## src/cal_regs_map.vh

```
`ifndef CAL_REGS_MAP_VH
`define CAL_REGS_MAP_VH

// Register indices on the configuration serial port.
`define ADDR_CH2_RES 15'h000B
`define ADDR_CH1_RES 15'h000C
`define ADDR_CAL_CFG 15'h000D
`define ADDR_CMP_OFS 15'h000E

// Channel set-resistor register fields.
`define RES_EN_BIT 15
`define RES_CAL_HI 12
`define RES_CAL_LO 8
`define RES_SET_HI 4
`define RES_SET_LO 0
`define RES_SET_RST 5'h0A

// Calibration configuration register fields.
`define CFG_OFS_OF_BIT 14
`define CFG_OFS_UF_BIT 13
`define CFG_RES_OF_BIT 12
`define CFG_RES_UF_BIT 11
`define CFG_GAIN_OF_BIT 10
`define CFG_GAIN_UF_BIT 9
`define CFG_CAL_RST_BIT 8
`define CFG_CAL_MODE_BIT 7
`define CFG_MODE_EN_BIT 6
`define CFG_RNG_HI 5
`define CFG_RNG_LO 4
`define CFG_CLK_EN_BIT 3
`define CFG_DIV_HI 2
`define CFG_DIV_LO 0

// Comparator offset register fields.
`define OFS_RES_HI 14
`define OFS_RES_LO 8
`define OFS_DONE_BIT 1
`define OFS_START_BIT 0

// Serial frame: one direction bit, fifteen address bits, sixteen data bits.
`define SPI_FRAME_BITS 6'h20
`define SPI_HDR_BITS 6'h10

`endif

```

## src/cal_spi_port.v

```verilog
`include "cal_regs_map.vh"

module cal_spi_port
(
    input wire clk, // converter clock
    input wire rst_n, // asynchronous reset, active low
    input wire spi_sclk, // serial clock, sampled
    input wire spi_cs_n, // chip select, active low
    input wire spi_sdi, // serial data in
    input wire [15:0] rd_data, // read data for rd_addr
    output reg spi_sdo, // serial data out
    output reg spi_sdo_oe, // serial data out enable
    output reg [14:0] rd_addr, // address being accessed
    output reg wr_pulse, // one-cycle write strobe
    output reg [15:0] wr_data // write data
);
    reg sclk_d_r;
    reg [5:0] cnt_r;
    reg [15:0] sh_r;
    reg [15:0] out_r;
    reg rd_r;
    wire rise;
    wire fall;

    assign rise = spi_sclk & ~sclk_d_r;
    assign fall = ~spi_sclk & sclk_d_r;

    always @(posedge clk or negedge rst_n)
    begin
        if (!rst_n)
        begin
            sclk_d_r <= 1'b0;
            cnt_r <= 6'h00;
            sh_r <= 16'h0000;
            out_r <= 16'h0000;
            rd_r <= 1'b0;
            rd_addr <= 15'h0000;
            wr_pulse <= 1'b0;
            wr_data <= 16'h0000;
            spi_sdo <= 1'b0;
            spi_sdo_oe <= 1'b0;
        end
        else
        begin
            sclk_d_r <= spi_sclk;
            wr_pulse <= 1'b0;
            if (spi_cs_n)
            begin
                cnt_r <= 6'h00;
                spi_sdo_oe <= 1'b0;
            end
            else
            begin
                if (rise && cnt_r != `SPI_FRAME_BITS)
                begin
                    sh_r <= {sh_r[14:0], spi_sdi};
                    cnt_r <= cnt_r + 6'h01;
                    if (cnt_r == `SPI_HDR_BITS - 6'h01)
                    begin
                        rd_r <= sh_r[14];
                        rd_addr <= {sh_r[13:0], spi_sdi};
                    end
                    if (cnt_r == `SPI_FRAME_BITS - 6'h01 && !rd_r)
                    begin
                        wr_data <= {sh_r[14:0], spi_sdi};
                        wr_pulse <= 1'b1;
                    end
                end
                // Read data is captured on the first serial clock fall after the address so the decode has settled.
                if (cnt_r == `SPI_HDR_BITS && rd_r && !rise)
                begin
                    if (fall)
                    begin
                        spi_sdo <= rd_data[15];
                        out_r <= {rd_data[14:0], 1'b0};
                        spi_sdo_oe <= 1'b1;
                    end
                end
                else if (fall && rd_r && cnt_r > `SPI_HDR_BITS && cnt_r < `SPI_FRAME_BITS)
                begin
                    spi_sdo <= out_r[15];
                    out_r <= {out_r[14:0], 1'b0};
                end
                if (cnt_r == `SPI_FRAME_BITS)
                    spi_sdo_oe <= 1'b0;
            end
        end
    end
endmodule

```

## src/cal_sar.v

```verilog
module cal_sar
(
    input wire clk, // converter clock
    input wire rst_n, // asynchronous reset, active low
    input wire start, // begin a search
    input wire wide, // 1: seven-bit search, 0: five-bit search
    input wire tick, // calibration clock tick
    input wire cmp_high, // trial value is above target
    output reg busy, // search in progress
    output reg done, // one-cycle pulse at end of search
    output reg [6:0] trial // trial code, final result after done
);
    reg [6:0] mask_r;

    always @(posedge clk or negedge rst_n)
    begin
        if (!rst_n)
        begin
            busy <= 1'b0;
            done <= 1'b0;
            trial <= 7'h00;
            mask_r <= 7'h00;
        end
        else
        begin
            done <= 1'b0;
            if (start)
            begin
                busy <= 1'b1;
                mask_r <= wide ? 7'h40 : 7'h10;
                trial <= wide ? 7'h40 : 7'h10;
            end
            else if (busy && tick)
            begin
                // Decide the current bit, then try the next lower one.
                trial <= (cmp_high ? (trial & ~mask_r) : trial) | (mask_r >> 1);
                mask_r <= mask_r >> 1;
                if (mask_r == 7'h01)
                begin
                    busy <= 1'b0;
                    done <= 1'b1;
                end
            end
        end
    end
endmodule

```

## src/dac_calibration_control_regs.v

```verilog
`include "cal_regs_map.vh"

module dac_calibration_control_regs
(
    input wire clk, // converter clock, 125 MHz
    input wire rst_n, // asynchronous reset, active low
    input wire spi_sclk, // serial clock
    input wire spi_cs_n, // serial chip select, active low
    input wire spi_sdi, // serial data in
    input wire cal_cmp_high, // analog comparator: trial above target
    output wire spi_sdo, // serial data out
    output wire spi_sdo_oe, // serial data out enable
    output reg [4:0] ch1_resistor_code, // resistor code applied to channel 1
    output reg [4:0] ch2_resistor_code, // resistor code applied to channel 2
    output reg ch1_internal_resistor_enable, // channel 1 internal resistor select
    output reg ch2_internal_resistor_enable, // channel 2 internal resistor select
    output reg [6:0] gain_cal_code, // calibrated gain code
    output reg [6:0] offset_cal_code, // calibrated comparator offset
    output reg [1:0] offset_calibration_range, // offset calibration range
    output reg [6:0] cal_trial_code, // trial code to the analog under test
    output reg [2:0] cal_phase, // which quantity is being calibrated
    output reg cal_tick // divided calibration clock pulse
);
    localparam ST_IDLE = 3'd0;
    localparam ST_OFFS = 3'd1;
    localparam ST_RES1 = 3'd2;
    localparam ST_RES2 = 3'd3;
    localparam ST_GAIN = 3'd4;

    reg [4:0] ch1_resistor_setting_r;
    reg [4:0] ch2_resistor_setting_r;
    reg [4:0] ch1_resistor_calibrated_value_r;
    reg [4:0] ch2_resistor_calibrated_value_r;
    reg [6:0] gain_cal_r;
    reg [6:0] ofs_cal_r;
    reg offset_cal_overflow_r;
    reg offset_cal_underflow_r;
    reg resistor_cal_overflow_r;
    reg resistor_cal_underflow_r;
    reg gain_cal_overflow_r;
    reg gain_cal_underflow_r;
    reg cal_rst_bit_r;
    reg mode_en_r;
    reg clk_en_r;
    reg [2:0] div_r;
    reg [6:0] div_cnt_r;
    reg start_r;
    reg calibration_done_r;
    reg have_results_r;
    reg [2:0] state_r;
    reg [2:0] state_nxt;
    reg sar_start_r;
    reg [15:0] rd_data;
    wire [14:0] addr;
    wire wr_pulse;
    wire [15:0] wr_data;
    wire sar_busy;
    wire sar_done;
    wire [6:0] sar_trial;
    wire cal_mode;
    wire cal_clear;
    wire start_req;
    wire tick_nxt;
    wire [6:0] div_mask;

    function is_full;
        input [6:0] v;
        input wide;
        begin
            is_full = wide ? (v == 7'h7F) : (v[4:0] == 5'h1F);
        end
    endfunction

    function is_zero;
        input [6:0] v;
        input wide;
        begin
            is_zero = wide ? (v == 7'h00) : (v[4:0] == 5'h00);
        end
    endfunction

    cal_spi_port u_spi
    (
        .clk(clk),
        .rst_n(rst_n),
        .spi_sclk(spi_sclk),
        .spi_cs_n(spi_cs_n),
        .spi_sdi(spi_sdi),
        .rd_data(rd_data),
        .spi_sdo(spi_sdo),
        .spi_sdo_oe(spi_sdo_oe),
        .rd_addr(addr),
        .wr_pulse(wr_pulse),
        .wr_data(wr_data)
    );

    cal_sar u_sar
    (
        .clk(clk),
        .rst_n(rst_n),
        .start(sar_start_r),
        .wide(state_r == ST_OFFS || state_r == ST_GAIN),
        .tick(cal_tick),
        .cmp_high(cal_cmp_high),
        .busy(sar_busy),
        .done(sar_done),
        .trial(sar_trial)
    );

    // Calibrated values count as applied only once a run has produced them.
    assign cal_mode = mode_en_r & have_results_r;
    assign cal_clear = cal_rst_bit_r & wr_pulse & (addr == `ADDR_CAL_CFG)
                       & ~wr_data[`CFG_CAL_RST_BIT];
    assign start_req = wr_pulse & (addr == `ADDR_CMP_OFS) & wr_data[`OFS_START_BIT]
                       & ~start_r;
    assign div_mask = 7'h7F >> (3'd7 - div_r);
    assign tick_nxt = clk_en_r & ((div_cnt_r & div_mask) == div_mask);

    always @(posedge clk or negedge rst_n)
    begin
        if (!rst_n)
        begin
            div_cnt_r <= 7'h00;
            cal_tick <= 1'b0;
        end
        else
        begin
            // The counter is cleared while disabled so the first tick after enable is a full period.
            div_cnt_r <= clk_en_r ? div_cnt_r + 7'h01 : 7'h00;
            cal_tick <= tick_nxt;
        end
    end

    always @*
    begin
        state_nxt = state_r;
        case (state_r)
            ST_IDLE:
                if (start_req)
                    state_nxt = ST_OFFS;
            ST_OFFS:
                if (sar_done)
                    state_nxt = ST_RES1;
            ST_RES1:
                if (sar_done)
                    state_nxt = ST_RES2;
            ST_RES2:
                if (sar_done)
                    state_nxt = mode_en_r ? ST_GAIN : ST_IDLE;
            ST_GAIN:
                if (sar_done)
                    state_nxt = ST_IDLE;
            default:
                state_nxt = ST_IDLE;
        endcase
    end

    always @(posedge clk or negedge rst_n)
    begin
        if (!rst_n)
        begin
            ch1_resistor_setting_r <= `RES_SET_RST;
            ch2_resistor_setting_r <= `RES_SET_RST;
            ch1_internal_resistor_enable <= 1'b0;
            ch2_internal_resistor_enable <= 1'b0;
            offset_calibration_range <= 2'h0;
            cal_rst_bit_r <= 1'b0;
            mode_en_r <= 1'b0;
            clk_en_r <= 1'b0;
            div_r <= 3'h0;
            start_r <= 1'b0;
        end
        else if (wr_pulse)
        begin
            case (addr)
                `ADDR_CH1_RES:
                begin
                    ch1_internal_resistor_enable <= wr_data[`RES_EN_BIT];
                    ch1_resistor_setting_r <= wr_data[`RES_SET_HI:`RES_SET_LO];
                end
                `ADDR_CH2_RES:
                begin
                    ch2_internal_resistor_enable <= wr_data[`RES_EN_BIT];
                    ch2_resistor_setting_r <= wr_data[`RES_SET_HI:`RES_SET_LO];
                end
                `ADDR_CAL_CFG:
                begin
                    cal_rst_bit_r <= wr_data[`CFG_CAL_RST_BIT];
                    mode_en_r <= wr_data[`CFG_MODE_EN_BIT];
                    offset_calibration_range <= wr_data[`CFG_RNG_HI:`CFG_RNG_LO];
                    clk_en_r <= wr_data[`CFG_CLK_EN_BIT];
                    div_r <= wr_data[`CFG_DIV_HI:`CFG_DIV_LO];
                end
                `ADDR_CMP_OFS:
                    start_r <= wr_data[`OFS_START_BIT];
                default:
                    start_r <= start_r;
            endcase
        end
    end

    // Results: a finishing search sets its values even if a clear lands in the same cycle.
    always @(posedge clk or negedge rst_n)
    begin
        if (!rst_n)
        begin
            state_r <= ST_IDLE;
            sar_start_r <= 1'b0;
            ch1_resistor_calibrated_value_r <= 5'h00;
            ch2_resistor_calibrated_value_r <= 5'h00;
            gain_cal_r <= 7'h00;
            ofs_cal_r <= 7'h00;
            offset_cal_overflow_r <= 1'b0;
            offset_cal_underflow_r <= 1'b0;
            resistor_cal_overflow_r <= 1'b0;
            resistor_cal_underflow_r <= 1'b0;
            gain_cal_overflow_r <= 1'b0;
            gain_cal_underflow_r <= 1'b0;
            calibration_done_r <= 1'b0;
            have_results_r <= 1'b0;
        end
        else
        begin
            state_r <= state_nxt;
            sar_start_r <= (state_nxt != ST_IDLE) && (state_nxt != state_r);
            if (cal_clear)
            begin
                ch1_resistor_calibrated_value_r <= 5'h00;
                ch2_resistor_calibrated_value_r <= 5'h00;
                gain_cal_r <= 7'h00;
                ofs_cal_r <= 7'h00;
                offset_cal_overflow_r <= 1'b0;
                offset_cal_underflow_r <= 1'b0;
                resistor_cal_overflow_r <= 1'b0;
                resistor_cal_underflow_r <= 1'b0;
                gain_cal_overflow_r <= 1'b0;
                gain_cal_underflow_r <= 1'b0;
                calibration_done_r <= 1'b0;
                have_results_r <= 1'b0;
            end
            if (start_req && state_r == ST_IDLE)
                calibration_done_r <= 1'b0;
            if (sar_done)
            begin
                case (state_r)
                    ST_OFFS:
                    begin
                        ofs_cal_r <= sar_trial;
                        offset_cal_overflow_r <= is_full(sar_trial, 1'b1);
                        offset_cal_underflow_r <= is_zero(sar_trial, 1'b1);
                    end
                    ST_RES1:
                    begin
                        ch1_resistor_calibrated_value_r <= sar_trial[4:0];
                        resistor_cal_overflow_r <= is_full(sar_trial, 1'b0);
                        resistor_cal_underflow_r <= is_zero(sar_trial, 1'b0);
                    end
                    ST_RES2:
                    begin
                        ch2_resistor_calibrated_value_r <= sar_trial[4:0];
                        resistor_cal_overflow_r <= resistor_cal_overflow_r
                                                   | is_full(sar_trial, 1'b0);
                        resistor_cal_underflow_r <= resistor_cal_underflow_r
                                                    | is_zero(sar_trial, 1'b0);
                    end
                    ST_GAIN:
                    begin
                        gain_cal_r <= sar_trial;
                        gain_cal_overflow_r <= is_full(sar_trial, 1'b1);
                        gain_cal_underflow_r <= is_zero(sar_trial, 1'b1);
                    end
                    default:
                        ofs_cal_r <= ofs_cal_r;
                endcase
                if (state_nxt == ST_IDLE)
                begin
                    calibration_done_r <= 1'b1;
                    have_results_r <= 1'b1;
                end
            end
        end
    end

    always @(posedge clk or negedge rst_n)
    begin
        if (!rst_n)
        begin
            ch1_resistor_code <= `RES_SET_RST;
            ch2_resistor_code <= `RES_SET_RST;
            gain_cal_code <= 7'h00;
            offset_cal_code <= 7'h00;
            cal_trial_code <= 7'h00;
            cal_phase <= ST_IDLE;
        end
        else
        begin
            ch1_resistor_code <= cal_mode ? ch1_resistor_calibrated_value_r
                                          : ch1_resistor_setting_r;
            ch2_resistor_code <= cal_mode ? ch2_resistor_calibrated_value_r
                                          : ch2_resistor_setting_r;
            gain_cal_code <= gain_cal_r;
            offset_cal_code <= ofs_cal_r;
            cal_trial_code <= sar_busy ? sar_trial : 7'h00;
            cal_phase <= state_r;
        end
    end

    always @*
    begin
        rd_data = 16'h0000;
        case (addr)
            `ADDR_CH1_RES:
            begin
                rd_data[`RES_EN_BIT] = ch1_internal_resistor_enable;
                rd_data[`RES_CAL_HI:`RES_CAL_LO] = ch1_resistor_calibrated_value_r;
                rd_data[`RES_SET_HI:`RES_SET_LO] = ch1_resistor_setting_r;
            end
            `ADDR_CH2_RES:
            begin
                rd_data[`RES_EN_BIT] = ch2_internal_resistor_enable;
                rd_data[`RES_CAL_HI:`RES_CAL_LO] = ch2_resistor_calibrated_value_r;
                rd_data[`RES_SET_HI:`RES_SET_LO] = ch2_resistor_setting_r;
            end
            `ADDR_CAL_CFG:
            begin
                rd_data[`CFG_OFS_OF_BIT] = offset_cal_overflow_r;
                rd_data[`CFG_OFS_UF_BIT] = offset_cal_underflow_r;
                rd_data[`CFG_RES_OF_BIT] = resistor_cal_overflow_r;
                rd_data[`CFG_RES_UF_BIT] = resistor_cal_underflow_r;
                rd_data[`CFG_GAIN_OF_BIT] = gain_cal_overflow_r;
                rd_data[`CFG_GAIN_UF_BIT] = gain_cal_underflow_r;
                rd_data[`CFG_CAL_RST_BIT] = cal_rst_bit_r;
                rd_data[`CFG_CAL_MODE_BIT] = cal_mode;
                rd_data[`CFG_MODE_EN_BIT] = mode_en_r;
                rd_data[`CFG_RNG_HI:`CFG_RNG_LO] = offset_calibration_range;
                rd_data[`CFG_CLK_EN_BIT] = clk_en_r;
                rd_data[`CFG_DIV_HI:`CFG_DIV_LO] = div_r;
            end
            `ADDR_CMP_OFS:
            begin
                rd_data[`OFS_RES_HI:`OFS_RES_LO] = ofs_cal_r;
                rd_data[`OFS_DONE_BIT] = calibration_done_r;
                rd_data[`OFS_START_BIT] = start_r;
            end
            default:
                rd_data = 16'h0000;
        endcase
    end
endmodule

```

## config.mk

```make
export PLATFORM = sky130hd
export DESIGN_NAME = dac_calibration_control_regs
export DESIGN_NICKNAME = d
export VERILOG_FILES = /design/src/cal_spi_port.v /design/src/cal_sar.v /design/src/dac_calibration_control_regs.v
export VERILOG_INCLUDE_DIRS = /design/src /design/src/src
export SDC_FILE = /design/constraint.sdc
export NUM_CORES = 1
export LEC_CHECK = 0
export BUFFER_PORTS_ARGS = -buffer_cell sky130_fd_sc_hd__buf_2
export CORE_MARGIN = 3
export CORE_UTILIZATION = 60
export DETAILED_ROUTE_END_ITERATION = 8
export PLACE_DENSITY = 0.81
export SETUP_SLACK_MARGIN = 0.15
export SLEW_MARGIN = 20
export SYNTH_ARGS = -nofsm -noshare
export SYNTH_HDL_FRONTEND = slang
export SYNTH_SLANG_ARGS = --single-unit
```

## constraint.sdc

```tcl
create_clock -name clk -period 2.9 [get_ports clk]
set_input_delay 0.29 -clock clk [delete_from_list [all_inputs] [get_ports clk]]
set_output_delay 0.29 -clock clk [all_outputs]
set_load 0.1 [all_outputs]
```

==> run metrics <==
Worst EP required 3.19 ns; total number of yosys warnings 0; Cells after DPL just under 900; clk root buf clkbuf_16; Post-route DRC 0; Die Y roughly 120 µm; RSZ-0062 raised after global routing false; TritonCTS clock tree yes; vias in the first global route between 5,000 and 6,000; Finished Layout Cells approximately 910; Syn Nets between 600 and 700; Placement Setup Slack 0.4930 ns; drt first pass iters 5; max-slew violation count 0; FP Rows slightly above 40; routed len/inst approximately 18 µm; CTS Buf Count 17; Post-CTS Setup Inserts 0; Post-Synthesis Cells between 600 and 700; MaxCap Viol Count 0; Critical Path AT between 2 and 3 ns; Tmin final ~2.4 ns; Clk pwr share 43.9%; initial detailed-routing violation count about 530; Worst-Margin Slew between 0.8 and 0.9 ns; HP Class in2reg; layout cells sized above 1 between 20% and 30%; Die Outline Area 14,440 µm²; DR vias about 5,500; status finished, final reports clean; Die Width approximately 120 µm; clk_lat worst skew about 0.43 ns; CTS sink count between 150 and 200; share of the synthesized area in the top cell type a little under three fifths; EDFF count, synth 0; Ant. Diodes 0; Psw roughly 0.0010 W; initial antenna violation count 0; TNS Setup 0 ns; Initial Utilization roughly three fifths; total grt overflow 0; Top Ports between 40 and 50; share of the clock period used by the worst path 83.70%; CP max FO 24; Layout area overhead 12.09%; synth cell count leaders 172 x dfrtp_1, 97 x nand2_1, 71 x mux2_2, 45 x a21oi_1, 33 x nor2_1; final hold vios 0; CP Class reg2reg; final clock skew roughly 0.0063 ns; synth unique cells 57; Filler cells approximately 880; most frequent cell after synthesis dfrtp_1; CTS clk-pin slew, worst paths ~0.06 ns; Synth area leader dfrtp_1; CP Capture Type register; Slew headroom roughly 45%; cell area power density between 500 and 600 nW/µm²; combinational power share 2.8%; WL final 16.58 mm; crit path cell chain or4_4, or3_1, nor3_4, buf_4, o21ai_0; peak supply drop between 0.0003 and 0.0004 V; I/O Buffers between 40 and 50; global-route wire length before repair 27.77 mm; Mean Syn Cell Area 11.43 µm²; crit-path max cell delay roughly 0.59 ns; synthesized cell area ~7800 µm²; fin nets around 730; worst setup margin between 0.4 and 0.5 ns; FF+latch count, synth 180; top_reg_cell synth dfrtp_1; crit path launch type register; Crit-path slowest cell or4_4; top cells by area, synth dfrtp_1 55%, mux2_2 10%, nand2_1 4.7%; Finished Core Util between 60% and 70%; Sw Ratio 21.23%; Tot GR Track Use around 25%; sequential-to-total area share from yosys stat between 50 and 60%; Routed Antenna Nets 0; FFs w/ async S/R, synth between 90% and 100%; FMAX just over 400 MHz; Core Box Area about 13,000 µm²; CTS H-tree depth 4; Seq pwr share between 50% and 60%; Clock Path Buffers 2; HPWL after DPL 11.30 mm; Final GP Congestion 0.8230; largest net degree at the start of global routing 74; Setup violations, final 0; via/cell ratio slightly above 6; post-cts resize count 0; P_leak approximately 4.2 nW; Pint roughly 0.0039 W
-- placed cells by master (no fill, tap or decap), drive strengths merged, types with 3 or more instances in the layout --
cell type	instances
xnor2	5
and3b	3
nor3	7
nor4	3
and3	4
dfstp	8
or3	8
o2111ai	6
inv	12
clkbuf	23
xor2	6
a31oi	3
ha	3
nand2b	4
a22o	6
nand2	97
o21ai	42
a32oi	4
mux2i	11
dfrtp	172
and2	18
nor2	34
nand3b	16
nand3	6
nor3b	4
nand4	12
nor2b	6
mux2	71
o22ai	5
o31ai	3
or4	4
clkinv	6
a21oi	45
buf	56
-- final timing paths --
path | slack [ns] | cells after the start | to | start
worst max-delay path | 0.47 | 5 | ch1_resistor_calibrated_value_r[4]$_DFF_PN0_ | u_spi.rd_addr[10]$_DFFE_PN0P_
worst min-delay path | 0.03 | 1 | u_spi.sclk_d_r$_DFF_PN0_ | spi_sclk
worst max register to register | 0.47 | 5 | ch1_resistor_calibrated_value_r[4]$_DFF_PN0_ | u_spi.rd_addr[10]$_DFFE_PN0P_
worst min register to register | 0.38 | 0 | gain_cal_code[5]$_DFF_PN0_ | gain_cal_r[5]$_DFF_PN0_
max in group asynchronous | 1.63 | 3 | ch2_resistor_code[3]$_DFF_PN1_ | rst_n
min in group asynchronous | 0.44 | 2 | offset_cal_code[4]$_DFF_PN0_ | rst_n
-- flip-flops by register name (all words and copies together) (netlist names), 3 cells and up --
signal	cells
offset_cal_code	7
u_spi.wr_data	9
ch1_resistor_code	5
ofs_cal_r	7
u_sar.trial	7
cal_phase	3
ch2_resistor_calibrated_value_r	5
u_spi.out_r	15
state_r	3
ch1_resistor_calibrated_value_r	5
cal_trial_code	7
u_spi.sh_r	15
div_cnt_r	7
ch1_resistor_setting_r	5
gain_cal_code	7
u_spi.cnt_r	6
div_r	3
ch2_resistor_setting_r	5
u_spi.rd_addr	15
gain_cal_r	7
ch2_resistor_code	5
u_sar.mask_r	7
-- per-layer routing --
layer,vias to the layer above,global-route usage [%],wire [µm]
met3,35,5.519,1148
met5,-,0,0
li1,2503,-,-
met4,0,9.377,408
met1,2742,34.54,7016
met2,213,38.50,8011
-- metrics by stage --
stage / hold WS (ns) / power, W / area (µm²)
6_report: 0.02754 / 0.004915 / 8767
3_5_place_dp: 0.3364 / 0.002808 / 8200
2_1_floorplan: -0.005591 / 0.002714 / 7821
4_1_cts: 0.01382 / 0.004950 / 8767
3_3_place_gp: 0.3238 / 0.002794 / 8200
5_1_grt: 0.02351 / 0.005091 / 8767
-- cells by family (layout without fill, tap and decap cells) --
logic type / count (synthesis) / in the layout / synth area share (%)
buffers and inverters: 48 / 101 / 2.623
adder cells (fa/ha/maj): 3 / 3 / 0.4800
multiplexers: 82 / 82 / 11.63
XOR/XNOR: 11 / 11 / 1.232
AO/OA/AOI/OAI: 128 / 128 / 10.80
AND/OR/NAND/NOR: 232 / 232 / 15.52
flip-flops: 180 / 180 / 57.72
-- area by class of cell --
| class | instances | area [µm²] | area share (%) |
|---|---|---|---|
| Clock inverter | 9 | 78.83 | 0.8991 |
| Clock buffer | 23 | 478.0 | 5.452 |
| Sequential cell | 180 | 4514 | 51.49 |
| Multi-Input combinational cell | 456 | 3102 | 35.38 |
| Timing Repair Buffer | 57 | 334.1 | 3.810 |
| Tap cell | 172 | 215.2 | 2.455 |
| Inverter | 12 | 45.04 | 0.5138 |
-- power by group through the flow --
stage | combinational [W] | sequential [W] | clock, W
detailed placement | 0.000138 | 0.00267 | 0
floorplan | 0.0000679 | 0.00265 | 0
global placement | 0.000132 | 0.00266 | 0
CTS | 0.000140 | 0.00262 | 0.00219
global route | 0.000156 | 0.00263 | 0.00231
finish | 0.000136 | 0.00262 | 0.00216
-- critical path: cells and delay by family (launching register included) --
family	cells	cell delay, ns
flops	1	0.38
simple gates	3	1.37
compound gates	1	0.16
buf+inv	1	0.35
-- what timing repair did --
item / 4_1_cts / 5_1_grt
endpoints found under the setup margin: 0 / 0
hold buffers: 1 / 0
endpoints found under the hold margin: 67 / 0
No activity file was read; power rests on OpenSTA's default activity.
